## src/rtl/mic_pkg.sv

```systemverilog
// package: register map, field layout, vectors and wake classes for the interrupt controller
`default_nettype none
package mic_pkg;
  localparam int unsigned MIC_NSRC      = 14;
  localparam int unsigned MIC_NEXT      = 5;
  // apb byte addresses
  localparam logic [7:0] MIC_ADDR_SENSE_LOW  = 8'h00;
  localparam logic [7:0] MIC_ADDR_SENSE_HIGH = 8'h04;
  localparam logic [7:0] MIC_ADDR_PEND       = 8'h08;
  localparam logic [7:0] MIC_ADDR_STATUS     = 8'h0c;
  localparam logic [7:0] MIC_SENSE_RST       = 8'h00;
  localparam logic [7:0] MIC_SENSE_LOW_MASK  = 8'h3f;
  localparam logic [7:0] MIC_SENSE_HIGH_MASK = 8'h0f;
  // sensitivity encodings
  localparam logic [1:0] MIC_SENSE_FALL_LOW = 2'h0;
  localparam logic [1:0] MIC_SENSE_RISE     = 2'h1;
  localparam logic [1:0] MIC_SENSE_FALL     = 2'h2;
  localparam logic [1:0] MIC_SENSE_BOTH     = 2'h3;
  // vectors
  localparam logic [15:0] MIC_VEC_RESET = 16'hfffe;
  localparam logic [15:0] MIC_VEC_TRAP  = 16'hfffc;
  localparam logic [15:0] MIC_VEC_SRC0  = 16'hfffa;
  localparam logic [15:0] MIC_VEC_STEP  = 16'h0002;
  // source numbers of the auto-wakeup source and the external lines
  localparam int unsigned MIC_SRC_AWU  = 0;
  localparam int unsigned MIC_SRC_EXT0 = 1;
  localparam int unsigned MIC_SRC_EXT1 = 2;
  localparam int unsigned MIC_SRC_EXT2 = 3;
  localparam int unsigned MIC_SRC_EXT3 = 5;
  localparam int unsigned MIC_SRC_EXT4 = 6;
  // wake classes per source (bit n = source n)
  localparam logic [13:0] MIC_WAKE_HALT   = 14'h002e;
  localparam logic [13:0] MIC_WAKE_HALT_WITH_AUTO_WAKEUP  = 14'h002f;
  localparam logic [13:0] MIC_WAKE_ACTIVE = 14'h0a6e;
  // low-power state of the core
  typedef enum logic [3:0] {
    MIC_PM_RUN    = 4'h1,
    MIC_PM_WAIT   = 4'h2,
    MIC_PM_ACTIVE = 4'h4,
    MIC_PM_HALT   = 4'h8
  } mic_pm_t;
  // core sequencer
  typedef enum logic [2:0] {
    MIC_ST_IDLE  = 3'h1,
    MIC_ST_STACK = 3'h2,
    MIC_ST_VEC   = 3'h4
  } mic_state_t;
endpackage : mic_pkg
`default_nettype wire

```

## src/rtl/mic_ext_if.sv

```systemverilog
// interface: external line sense settings and pending/ack between top and edge detector
`default_nettype none
interface mic_ext_if;
  import mic_pkg::*;
  logic [2*MIC_NEXT-1:0] sense;
  logic [MIC_NEXT-1:0]   sense_chg;
  logic [MIC_NEXT-1:0]   ack;
  logic [MIC_NEXT-1:0]   nand_block;
  logic [MIC_NEXT-1:0]   pend;
  modport ctrl (output sense, output sense_chg, output ack, output nand_block, input pend);
  modport det  (input sense, input sense_chg, input ack, input nand_block, output pend);
endinterface : mic_ext_if
`default_nettype wire

```

## src/rtl/mic_ext_detect.sv

```systemverilog
// external line edge/level detector with request latches
`default_nettype none
module mic_ext_detect
  import mic_pkg::*;
(
  // clock and reset
  input  wire logic           clk_i,
  input  wire logic           rst_n_i,
  // pins
  input  wire logic [MIC_NEXT-1:0] line_i,
  // control side
  mic_ext_if.det              ext
);
  logic [MIC_NEXT-1:0] prev_r;
  logic [MIC_NEXT-1:0] latch_r;
  logic [MIC_NEXT-1:0] hit;
  logic [MIC_NEXT-1:0] level;

  always_ff @(posedge clk_i or negedge rst_n_i) begin
    if (!rst_n_i) begin
      prev_r  <= '1;
      latch_r <= '0;
    end else begin
      prev_r  <= line_i;
      // a fresh edge wins over ack and over the sense-change clear
      latch_r <= (latch_r & ~ext.ack & ~ext.sense_chg) | hit;
    end
  end

  genvar g;
  generate
    for (g = 0; g < MIC_NEXT; g++) begin : g_line
      logic [1:0] s;
      logic       rise;
      logic       fall;
      assign s    = ext.sense[2*g +: 2];
      assign rise = line_i[g] & ~prev_r[g];
      assign fall = ~line_i[g] & prev_r[g];
      // every sensitivity, rising included, is masked while a nanded input sits low
      assign hit[g] = ~ext.nand_block[g] & (
                      (s == MIC_SENSE_RISE) ? rise :
                      (s == MIC_SENSE_FALL) ? fall :
                      (s == MIC_SENSE_BOTH) ? (rise | fall) :
                      fall);
      assign level[g] = ~ext.nand_block[g] & (s == MIC_SENSE_FALL_LOW) & ~line_i[g];
    end
  endgenerate

  assign ext.pend = latch_r | level;
endmodule : mic_ext_detect
`default_nettype wire

```

## src/rtl/mic_intc.sv

```systemverilog
// top: interrupt controller with apb sense registers, priority, vectors and wake logic
// Functional notes
// - trap serviced regardless of global mask
// - external vector only when pending and unmasked
// - edge request latched, cleared on service entry
// - low nanded input blocks rising-edge request
// - peripheral flag needs unmasked and enabled
// - peripheral clear by zero write or sequence
// - clear sequence discards pending latched request
// - fixed priority, source 0 highest, 13 lowest
// - two-byte vectors descending from reset
// - halt wake: reset, lines 0-3, awu only halt_with_auto_wakeup
// - active-halt wake for timers and line 4
// - low sense register fields for lines 0-2
// - high sense register fields for lines 3-4
// - sense writes only while mask set
// - changing sense clears that line's pending
// - sense encodings: fall+low, rise, fall, both
// - sense registers reset to zero
// - push context, set mask, load vector
// - mask set after reset
// - return restores context, clears mask
//
// The APB slave port and the register addresses were decided locally.
`default_nettype none
module mic_intc
  import mic_pkg::*;
#(
  parameter int unsigned STACK_CYCLES = 4
) (
  // clock and reset
  input  wire logic                clk_i,
  input  wire logic                resetn_i,
  // apb slave
  input  wire logic                psel_i,
  input  wire logic                penable_i,
  input  wire logic                pwrite_i,
  input  wire logic [7:0]          paddr_i,
  input  wire logic [31:0]         pwdata_i,
  output logic      [31:0]         prdata_o,
  output logic                     pready_o,
  output logic                     pslverr_o,
  // pins and peripherals
  input  wire logic [MIC_NEXT-1:0] ext_line_i,
  input  wire logic [MIC_NEXT-1:0] nand_low_i,
  input  wire logic [MIC_NSRC-1:0] periph_flag_i,
  input  wire logic [MIC_NSRC-1:0] periph_en_i,
  input  wire logic [MIC_NSRC-1:0] periph_wr0_i,
  input  wire logic [MIC_NSRC-1:0] periph_seq_clr_i,
  // core
  input  wire logic                boundary_i,
  input  wire logic                trap_i,
  input  wire logic                return_from_service_instr_i,
  input  wire logic [3:0]          power_mode_i,
  output logic                     irq_o,
  output logic      [15:0]         vector_o,
  output logic                     push_ctx_o,
  output logic                     pop_ctx_o,
  output logic                     mask_o,
  output logic                     wake_o
);
  if (STACK_CYCLES < 1 || STACK_CYCLES > 255) begin : g_bad_cfg
    $error("STACK_CYCLES out of range");
  end

  // reset release through two flops
  logic rst_meta_r;
  logic rst_n_r;
  always_ff @(posedge clk_i or negedge resetn_i) begin
    if (!resetn_i) begin
      rst_meta_r <= 1'b0;
      rst_n_r    <= 1'b0;
    end else begin
      rst_meta_r <= 1'b1;
      rst_n_r    <= rst_meta_r;
    end
  end

  // registers
  logic [7:0]          ext_sense_ctrl_low_r;
  logic [7:0]          ext_sense_ctrl_high_r;
  logic [MIC_NSRC-1:0] periph_latch_r;
  logic                mask_r;
  logic [MIC_NSRC-1:0] serving_r;
  logic                trap_serving_r;
  logic [7:0]          cnt_r;
  logic [15:0]         vec_r;
  mic_state_t          state_r;

  // apb decode
  wire wr_en   = psel_i & penable_i & pwrite_i;
  wire hit_lo  = (paddr_i == MIC_ADDR_SENSE_LOW);
  wire hit_hi  = (paddr_i == MIC_ADDR_SENSE_HIGH);
  wire hit_pnd = (paddr_i == MIC_ADDR_PEND);
  wire hit_st  = (paddr_i == MIC_ADDR_STATUS);
  wire mapped  = hit_lo | hit_hi | hit_pnd | hit_st;
  // writes to sense registers land only while masked
  wire wr_lo   = wr_en & hit_lo & mask_r;
  wire wr_hi   = wr_en & hit_hi & mask_r;
  wire [7:0] lo_nxt = pwdata_i[7:0] & MIC_SENSE_LOW_MASK;
  wire [7:0] hi_nxt = pwdata_i[7:0] & MIC_SENSE_HIGH_MASK;

  // external detector
  mic_ext_if ext ();
  assign ext.sense = {ext_sense_ctrl_high_r[3:0], ext_sense_ctrl_low_r[5:0]};
  assign ext.nand_block = nand_low_i;
  genvar g;
  generate
    for (g = 0; g < MIC_NEXT; g++) begin : g_chg
      logic [1:0] new_f;
      logic       wr_f;
      if (g < 3) begin : g_lo
        assign new_f = lo_nxt[2*g +: 2];
        assign wr_f  = wr_lo;
      end else begin : g_hi
        assign new_f = hi_nxt[2*(g-3) +: 2];
        assign wr_f  = wr_hi;
      end
      assign ext.sense_chg[g] = wr_f & (new_f != ext.sense[2*g +: 2]);
    end
  endgenerate

  mic_ext_detect u_det (
    .clk_i   (clk_i),
    .rst_n_i (rst_n_r),
    .line_i  (ext_line_i),
    .ext     (ext)
  );

  // source map of pending requests
  logic [MIC_NSRC-1:0] ext_map;
  always_comb begin
    ext_map = '0;
    ext_map[MIC_SRC_EXT0] = ext.pend[0];
    ext_map[MIC_SRC_EXT1] = ext.pend[1];
    ext_map[MIC_SRC_EXT2] = ext.pend[2];
    ext_map[MIC_SRC_EXT3] = ext.pend[3];
    ext_map[MIC_SRC_EXT4] = ext.pend[4];
  end
  // peripheral latch: a flag held until cleared, pending only while enabled
  wire [MIC_NSRC-1:0] periph_clr = periph_wr0_i | periph_seq_clr_i;
  wire [MIC_NSRC-1:0] periph_pend = periph_latch_r & periph_en_i;
  wire [MIC_NSRC-1:0] pending  = ext_map | periph_pend;
  // read view shows requests still waiting for their enable as well
  wire [MIC_NSRC-1:0] latched  = ext_map | periph_latch_r;
  wire [MIC_NSRC-1:0] eligible = mask_r ? '0 : pending;

  // fixed priority, lowest number wins
  logic [MIC_NSRC-1:0] win;
  logic [15:0]         win_vec;
  always_comb begin
    win     = '0;
    win_vec = MIC_VEC_SRC0;
    for (int i = MIC_NSRC - 1; i >= 0; i--) begin
      if (eligible[i]) begin
        win     = '0;
        win[i]  = 1'b1;
        win_vec = MIC_VEC_SRC0 - 16'(i) * MIC_VEC_STEP;
      end
    end
  end
  wire any_win = |eligible;
  wire take    = (state_r == MIC_ST_IDLE) & boundary_i & (trap_i | any_win);

  // acknowledge of external latches on service entry
  assign ext.ack = {serving_r[MIC_SRC_EXT4], serving_r[MIC_SRC_EXT3],
                    serving_r[MIC_SRC_EXT2], serving_r[MIC_SRC_EXT1],
                    serving_r[MIC_SRC_EXT0]} & {MIC_NEXT{state_r == MIC_ST_VEC}};

  // wake decision by power mode
  wire [MIC_NSRC-1:0] wake_set =
      (power_mode_i == MIC_PM_HALT)   ? MIC_WAKE_HALT :
      (power_mode_i == MIC_PM_ACTIVE) ? MIC_WAKE_ACTIVE :
      (power_mode_i == MIC_PM_WAIT)   ? {MIC_NSRC{1'b1}} :
      (power_mode_i == (MIC_PM_HALT | MIC_PM_WAIT)) ? MIC_WAKE_HALT_WITH_AUTO_WAKEUP : '0;
  wire wake_nxt = |(pending & wake_set);

  // sequencer
  always_ff @(posedge clk_i or negedge rst_n_r) begin
    if (!rst_n_r) begin
      state_r        <= MIC_ST_IDLE;
      mask_r         <= 1'b1;
      serving_r      <= '0;
      trap_serving_r <= 1'b0;
      cnt_r          <= '0;
      vec_r          <= MIC_VEC_RESET;
    end else begin
      unique case (state_r)
        MIC_ST_IDLE: begin
          if (take) begin
            state_r        <= MIC_ST_STACK;
            trap_serving_r <= trap_i;
            serving_r      <= trap_i ? '0 : win;
            vec_r          <= trap_i ? MIC_VEC_TRAP : win_vec;
            cnt_r          <= 8'(STACK_CYCLES - 1);
          end else if (return_from_service_instr_i) begin
            mask_r <= 1'b0;
          end else if (power_mode_i == MIC_PM_WAIT) begin
            mask_r <= 1'b0;
          end
        end
        MIC_ST_STACK: begin
          if (cnt_r == '0) begin
            state_r <= MIC_ST_VEC;
            mask_r  <= 1'b1;
          end else begin
            cnt_r <= cnt_r - 8'h01;
          end
        end
        MIC_ST_VEC: begin
          state_r   <= MIC_ST_IDLE;
          serving_r <= '0;
        end
        default: state_r <= MIC_ST_IDLE;
      endcase
    end
  end

  // registers and outputs
  always_ff @(posedge clk_i or negedge rst_n_r) begin
    if (!rst_n_r) begin
      ext_sense_ctrl_low_r  <= MIC_SENSE_RST;
      ext_sense_ctrl_high_r <= MIC_SENSE_RST;
      periph_latch_r        <= '0;
      prdata_o              <= '0;
      pready_o              <= 1'b0;
      pslverr_o             <= 1'b0;
      irq_o                 <= 1'b0;
      vector_o              <= MIC_VEC_RESET;
      push_ctx_o            <= 1'b0;
      pop_ctx_o             <= 1'b0;
      mask_o                <= 1'b1;
      wake_o                <= 1'b0;
    end else begin
      if (wr_lo) ext_sense_ctrl_low_r <= lo_nxt;
      if (wr_hi) ext_sense_ctrl_high_r <= hi_nxt;
      // new flag wins over clear; clear drops a request still awaiting enable
      periph_latch_r <= (periph_latch_r & ~periph_clr) | periph_flag_i;
      pready_o  <= psel_i & ~penable_i;
      pslverr_o <= psel_i & ~penable_i & ~mapped;
      prdata_o  <= !(psel_i & ~penable_i) ? '0 :
                   hit_lo  ? {24'h0, ext_sense_ctrl_low_r} :
                   hit_hi  ? {24'h0, ext_sense_ctrl_high_r} :
                   hit_pnd ? {18'h0, latched} :
                   hit_st  ? {24'h0, 3'h0, trap_serving_r, state_r, mask_r} : '0;
      irq_o      <= (state_r == MIC_ST_IDLE) & (trap_i | any_win);
      vector_o   <= (state_r == MIC_ST_IDLE) ? (trap_i ? MIC_VEC_TRAP : win_vec) : vec_r;
      push_ctx_o <= take;
      pop_ctx_o  <= (state_r == MIC_ST_IDLE) & ~take & return_from_service_instr_i;
      mask_o     <= mask_r;
      wake_o     <= wake_nxt;
    end
  end
endmodule : mic_intc
`default_nettype wire

```

## config.mk

```make
export PLATFORM = sky130hd
export DESIGN_NAME = mic_intc
export DESIGN_NICKNAME = d
export VERILOG_FILES = /design/src/rtl/mic_pkg.sv /design/src/rtl/mic_ext_if.sv /design/src/rtl/mic_ext_detect.sv /design/src/rtl/mic_intc.sv
export SDC_FILE = /design/constraint.sdc
export NUM_CORES = 1
export LEC_CHECK = 0
export ABC_AREA = 1
export BUFFER_PORTS_ARGS = -buffer_cell sky130_fd_sc_hd__buf_2
export CORE_UTILIZATION = 55
export CTS_BUF_LIST = sky130_fd_sc_hd__clkbuf_4 sky130_fd_sc_hd__clkbuf_8
export CTS_CLUSTER_DIAMETER = 120
export DETAILED_ROUTE_END_ITERATION = 12
export PLACE_DENSITY_LB_ADDON = 0.05
export SLEW_MARGIN = 30
export SYNTH_ARGS = -nofsm -noshare
export SYNTH_HDL_FRONTEND = slang
export SYNTH_SLANG_ARGS = --single-unit
```

## constraint.sdc

```tcl
create_clock -name clk_i -period 4.8 [get_ports clk_i]
set_input_delay 0.48 -clock clk_i [delete_from_list [all_inputs] [get_ports clk_i]]
set_output_delay 0.48 -clock clk_i [all_outputs]
set_load 0.05 [all_outputs]
```

## Word-level counts from Yosys, hierarchy flattened

Index checks and enable logic that the tools add are counted.

- Flip-flop bits (word level): 109
- Bits of input ports: 118
- Word-level logic and storage cells: 227
- Output and inout port bits: 55

- Reductions and logical operators: 16
- Add/subtract/negate cells: 1
- Equal/unequal tests: 35
- Multiplexer cells: 68
- Bitwise logic cells: 85

Operators with widths:

| operator | count |
|---|---|
| $mux 16 | 15 |
| $mux 14 | 8 |
| $mux 7 | 15 |
| $and 1x1->1 | 43 |
| $and 14x14->14 | 3 |
| $or 14x14->14 | 2 |
| $or 7x14->14 | 2 |
| $reduce_or 14->1 | 2 |
| $eq 2x2->1 const B | 10 |
| $mux 1 | 19 |
| $not 1->1 | 18 |
| $eq 8x4->1 const B | 2 |
| $logic_not 8->1 | 2 |
| $mux 8 | 2 |
| $pmux 8 s2 | 1 |
| $and 5x5->5 | 3 |
| $not 14->14 | 1 |
| $pmux 7 s2 | 1 |
| $eq 2x1->1 const B | 5 |
| $logic_not 2->1 | 5 |
| $mux 5 | 2 |
| $ne 2x2->1 | 5 |
| $not 5->5 | 2 |
| $or 5x5->5 | 2 |
| 19 further kinds | 35 |

## Logic depth before layout (Yosys ltp)

- Word-level depth: 22
- Mapped depth: 17
- Gate-level depth less buffers: 17

## Hierarchy

From an unflattened synthesis, not the netlist that was laid out.

- Cell total of the unflattened synthesis: 578
- Area, all modules: 4,579.4 um2

By module, submodules not included:

| module | seq. area each (um2) | area each (um2) | instances | cells an instance |
|---|---|---|---|---|
| mic_intc | 1,840.5 | 3,847.4 | 1 | 468 |
| mic_ext_detect | 256.5 | 732.0 | 1 | 110 |

## Least setup slack after synthesis

No wires, ideal clock.

- Kind: register to register
- Start: reg mask_r
- End: reg cnt_r[2]
- Clock period less this slack: 1.811 ns
- Required time: 4.683 ns
- Cell stages (with the launch flop): 12
- Data arrival time: 1.694 ns
- Library setup time: 0.117 ns
- Buffers on the path: 2
- Slack: 2.989 ns
- Path through: dfstp_2 buf_6 inv_2 a31oi_1 nand3_1 nor3_4 nand3_4 nand2_4 nand2_4 buf_6 nand2_2 o21ai_2

- Longest elaborated chain between the ends: 6

Ends and longest elaborated chain:

| element | RTL line | text |
|---|---|---|
| from (decl) | mic_intc.sv:83 | `logic mask_r;` |
| from (signal assigned) | mic_intc.sv:182 | `mask_r <= 1'b1;` |
| from (signal assigned) | mic_intc.sv:197 | `mask_r <= 1'b0;` |
| from (signal assigned) | mic_intc.sv:199 | `mask_r <= 1'b0;` |
| $mux 14 | mic_intc.sv:146 | `wire [MIC_NSRC-1:0] eligible = mask_r ? '0 : pending;` |
| $reduce_or 14->1 | mic_intc.sv:162 | `wire any_win = \|eligible;` |
| $or 1x1->1 | mic_intc.sv:163 | `wire take = (state_r == MIC_ST_IDLE) & boundary_i & (trap_i \| any_win);` |
| $and 1x1->1 | mic_intc.sv:163 |  |
| $ne 2x2->1 (no source line) | n/a |  |
| $reduce_and 3->1 (no source line) | n/a |  |
| to (signal assigned) | mic_intc.sv:195 | `cnt_r <= 8'(STACK_CYCLES - 1);` |
| to (signal assigned) | mic_intc.sv:207 | `cnt_r <= cnt_r - 8'h01;` |
| to (decl) | mic_intc.sv:86 | `logic [7:0] cnt_r;` |

No other way between the ends.
A chain may end at the register's enable or synchronous reset.

## Final worst setup path

- Start: reg mask_r
- End: reg cnt_r[0]

The elaborated chain is that of the path after synthesis.

==> flow_summary.toml <==
[placement]
pre_cts_ws_ps = 2280
gp_congestion = 0.880
dp.cells = 757
dp_hpwl_mm = 8.21
place_area_mm2 = 0.00517
io_buffers = 116

[yosys]
synth_top_area_cell = "dfrtp_1"
ys_seq_elements = 83
synth-xor-area-share_pct = 2.67
synthTopCellsByArea = "dfrtp_1, nand2_1, dfstp_2, inv_1, buf_4"
synth_edf_count = 0
synth_mux_area_share_pct = 0
ys.warnings.count = 0
synthAdderAreaFrac_pct = 3.27
synth_top_family_by_area = "simple AND/OR/NAND/NOR gates"
yosysMostFrequentCell = "nand2_1"
synthFlopType = "dfrtp_1"
syn_inst = 543
synthTopCellsByCount = "nand2_1, dfrtp_1, inv_1"
synth.distinct_cells = 51
synth_compound_area_share_pct = 10.7
synthSimpleGateAreaFrac_pct = 25.8
synth_top_area_share_pct = 36.5
seq_area_frac_synth_pct = 45.7
syn_area_per_cell_um2 = 8.45
synthArstFlopShare_pct = 100
syn_area_mm2 = 0.00459

[sta]
hold_viol_final = 0
worst_pin_slew_ps = 927
period_needed_ps = 2200
whs_ps = 247
fin_tns_setup_ps = 0
setup_violations = 0
finClkSkew_ps = 14.7
max_freq_ghz = 0.454
slew_violations = 0
rsz0062_at_grt = "false"
slew_headroom_pct = 37.7
setup_ws_ps = 2600
post-route-period-util_pct = 45.8

[flow_run]
cap_violations = 0

[pwr]
power.leakage_nw = 2.94
irDropWorstVdd_uv = 349
p_per_area_mw_per_mm2 = 388
total_power_mw = 2.08

[clocking]
root_buffer = "clkbuf_8"
cts_tree = "done"
clock_latency_ps = 350
clock_path_buffers = 2
htree_levels = 3
clk_pin_slew_ps = 80
clock_sinks = 83
cts_buffers = 9

[cells_and_area]
nNetsFinal = 797
synthToLayoutAreaGrowth_pct = 16.7
final_util_pct = 67.9
stdcell_count = 773
antenna_cells = 0
drive_gt1_share_pct = 28.6
design_area_mm2 = 0.00535

[setup_path]
worstSetupStartpointType = "register"
cp_max_fo = 15
required_ps = 5030
critPathSlowestCell = "dfstp_2"
crit_path_cell_trace = "inv_2, nand3_1, nand3_1, nor3_4, nand3_4, nand2_4, nand2_4, o21ai_0, o21ai_2"
end_kind = "register"
arrival_ps = 2430
cp_slowest_stage_delay_ps = 690
crit_type = "register to register"

[floorplanning]
start_util_pct = 58.2
ios = 173
die_h_um = 93.3
num_rows = 32
die_area_mm2 = 0.00871
die_x_um = 93.3
coreArea_mm2 = 0.00789

[global_routing]
met3_usage_pct = 5.77
grt_usage_pct = 26.1
grt_start_max_net_pins = 48
grt_pass1_wl_mm = 17.4
grt_use_met1_pct = 31.7
antenna_found_initial = 0
grt.overflow.total = 0
grt_busiest_layer = "met2"
grt_pass1_vias = 3961
grtUsageMet2_pct = 45.8

[detailed_routing]
drt_iter0_drc = 172
vias = 3938
drtPass1Iterations = 5
ant_nets = 0
avgRoutedWirePerCell_um = 13.6
wirelength_mm = 10.5
drc = 0
avgViaCountPerCell = 5.09

[outcome]
status = "finished clean"

[worst_hold_path]
hp-class = "primary input to register"
==> where the power goes <==
| part | switching, mW | internal (mW) |
|---|---|---|
| combinational | 0.519 | 0.199 |
| sequential | 0.0731 | 0.831 |
| clock | 0.237 | 0.217 |
==> layer usage <==
layer | share of wire, % | vias to the layer above
met4 | 2.1 | 0
met5 | 0 | -
met2 | 50 | 126
met3 | 6.0 | 21
li1 | - | 1924
met1 | 42 | 1867
==> worst max-delay path: cells and delay by family, from the launching register on <==
kind	cells	cell delay, ps
AO/OA/AOI/OAI	2	200
flip-flops	1	690
buffers and inverters	1	160
AND/OR/NAND/NOR	6	1030
==> sequential cells by signal, summed over array words and instances, names as in the netlist <==
signal,cells
trap_serving_r,1
state_r,3
pop_ctx_o,1
ext_sense_ctrl_high_r,4
ext_sense_ctrl_low_r,6
vector_o,4
rst_meta_r,1
rst_n_r,1
irq_o,1
push_ctx_o,1
mask_o,1
prdata_o,14
u_det.latch_r,5
mask_r,1
vec_r,4
serving_r,5
pslverr_o,1
cnt_r,8
pready_o,1
periph_latch_r,14
wake_o,1
u_det.prev_r,5
==> logic make-up (layout without fill, tap and decap cells) <==
family	after synthesis	count (layout)
simple gates	250	250
compound gates	76	76
xor+xnor	14	14
fa+ha+maj	12	12
other cells	2	31
flops	83	83
buf+inv	106	205
==> layout by cell type, fill, tap and decap left out, types with 3 or more instances in the layout <==
cell,synthesis,routed
nand2_2,6,6
dfstp_2,16,16
inv_2,5,5
o211ai_1,3,3
nand2_1,120,120
o21ai_2,3,3
nand4_1,7,7
xor2_1,14,14
o21ai_1,4,4
a32o_1,3,3
nor2_1,50,50
ha_1,12,12
a21oi_1,8,8
dfrtp_1,67,66
clkbuf_8,0,11
buf_2,0,116
nand3_1,20,20
or2_2,11,11
nor3_1,16,16
conb_1,2,31
clkinv_2,0,3
a21o_1,3,3
o21ai_0,34,34
a31oi_1,3,3
nand2_4,5,5
inv_1,67,67
==> worst paths after layout <==
kind,from,endpoint,slack (ps),cells past startpoint
setup / recovery,mask_r,cnt_r[0],2600,9
hold reg to reg,rst_n_r,periph_latch_r[13],300,0
max in group asynchronous,rst_n_r,u_det.prev_r[2],3840,1
setup reg to reg,mask_r,cnt_r[0],2600,9
hold / removal,ext_line_i[0],u_det.prev_r[0],250,1
min in group asynchronous,rst_n_r,periph_latch_r[13],300,0
==> cell type report <==
class,instances,area (µm²)
clock inverters,3,15.0
repair buffers,118,618
multi-input cells,383,2060
fillers,666,2530
flip-flops and latches,83,2100
well taps,102,128
inverters,72,270
clock buffers,12,159
==> what timing repair did <==
item | 4_1_cts | 5_1_grt
resized for setup | 0 | 0
hold endpoints to repair | 2 | 0
hold buffers | 1 | 0
setup buffers | 0 | 0
Power figures use the tool's default switching activity.
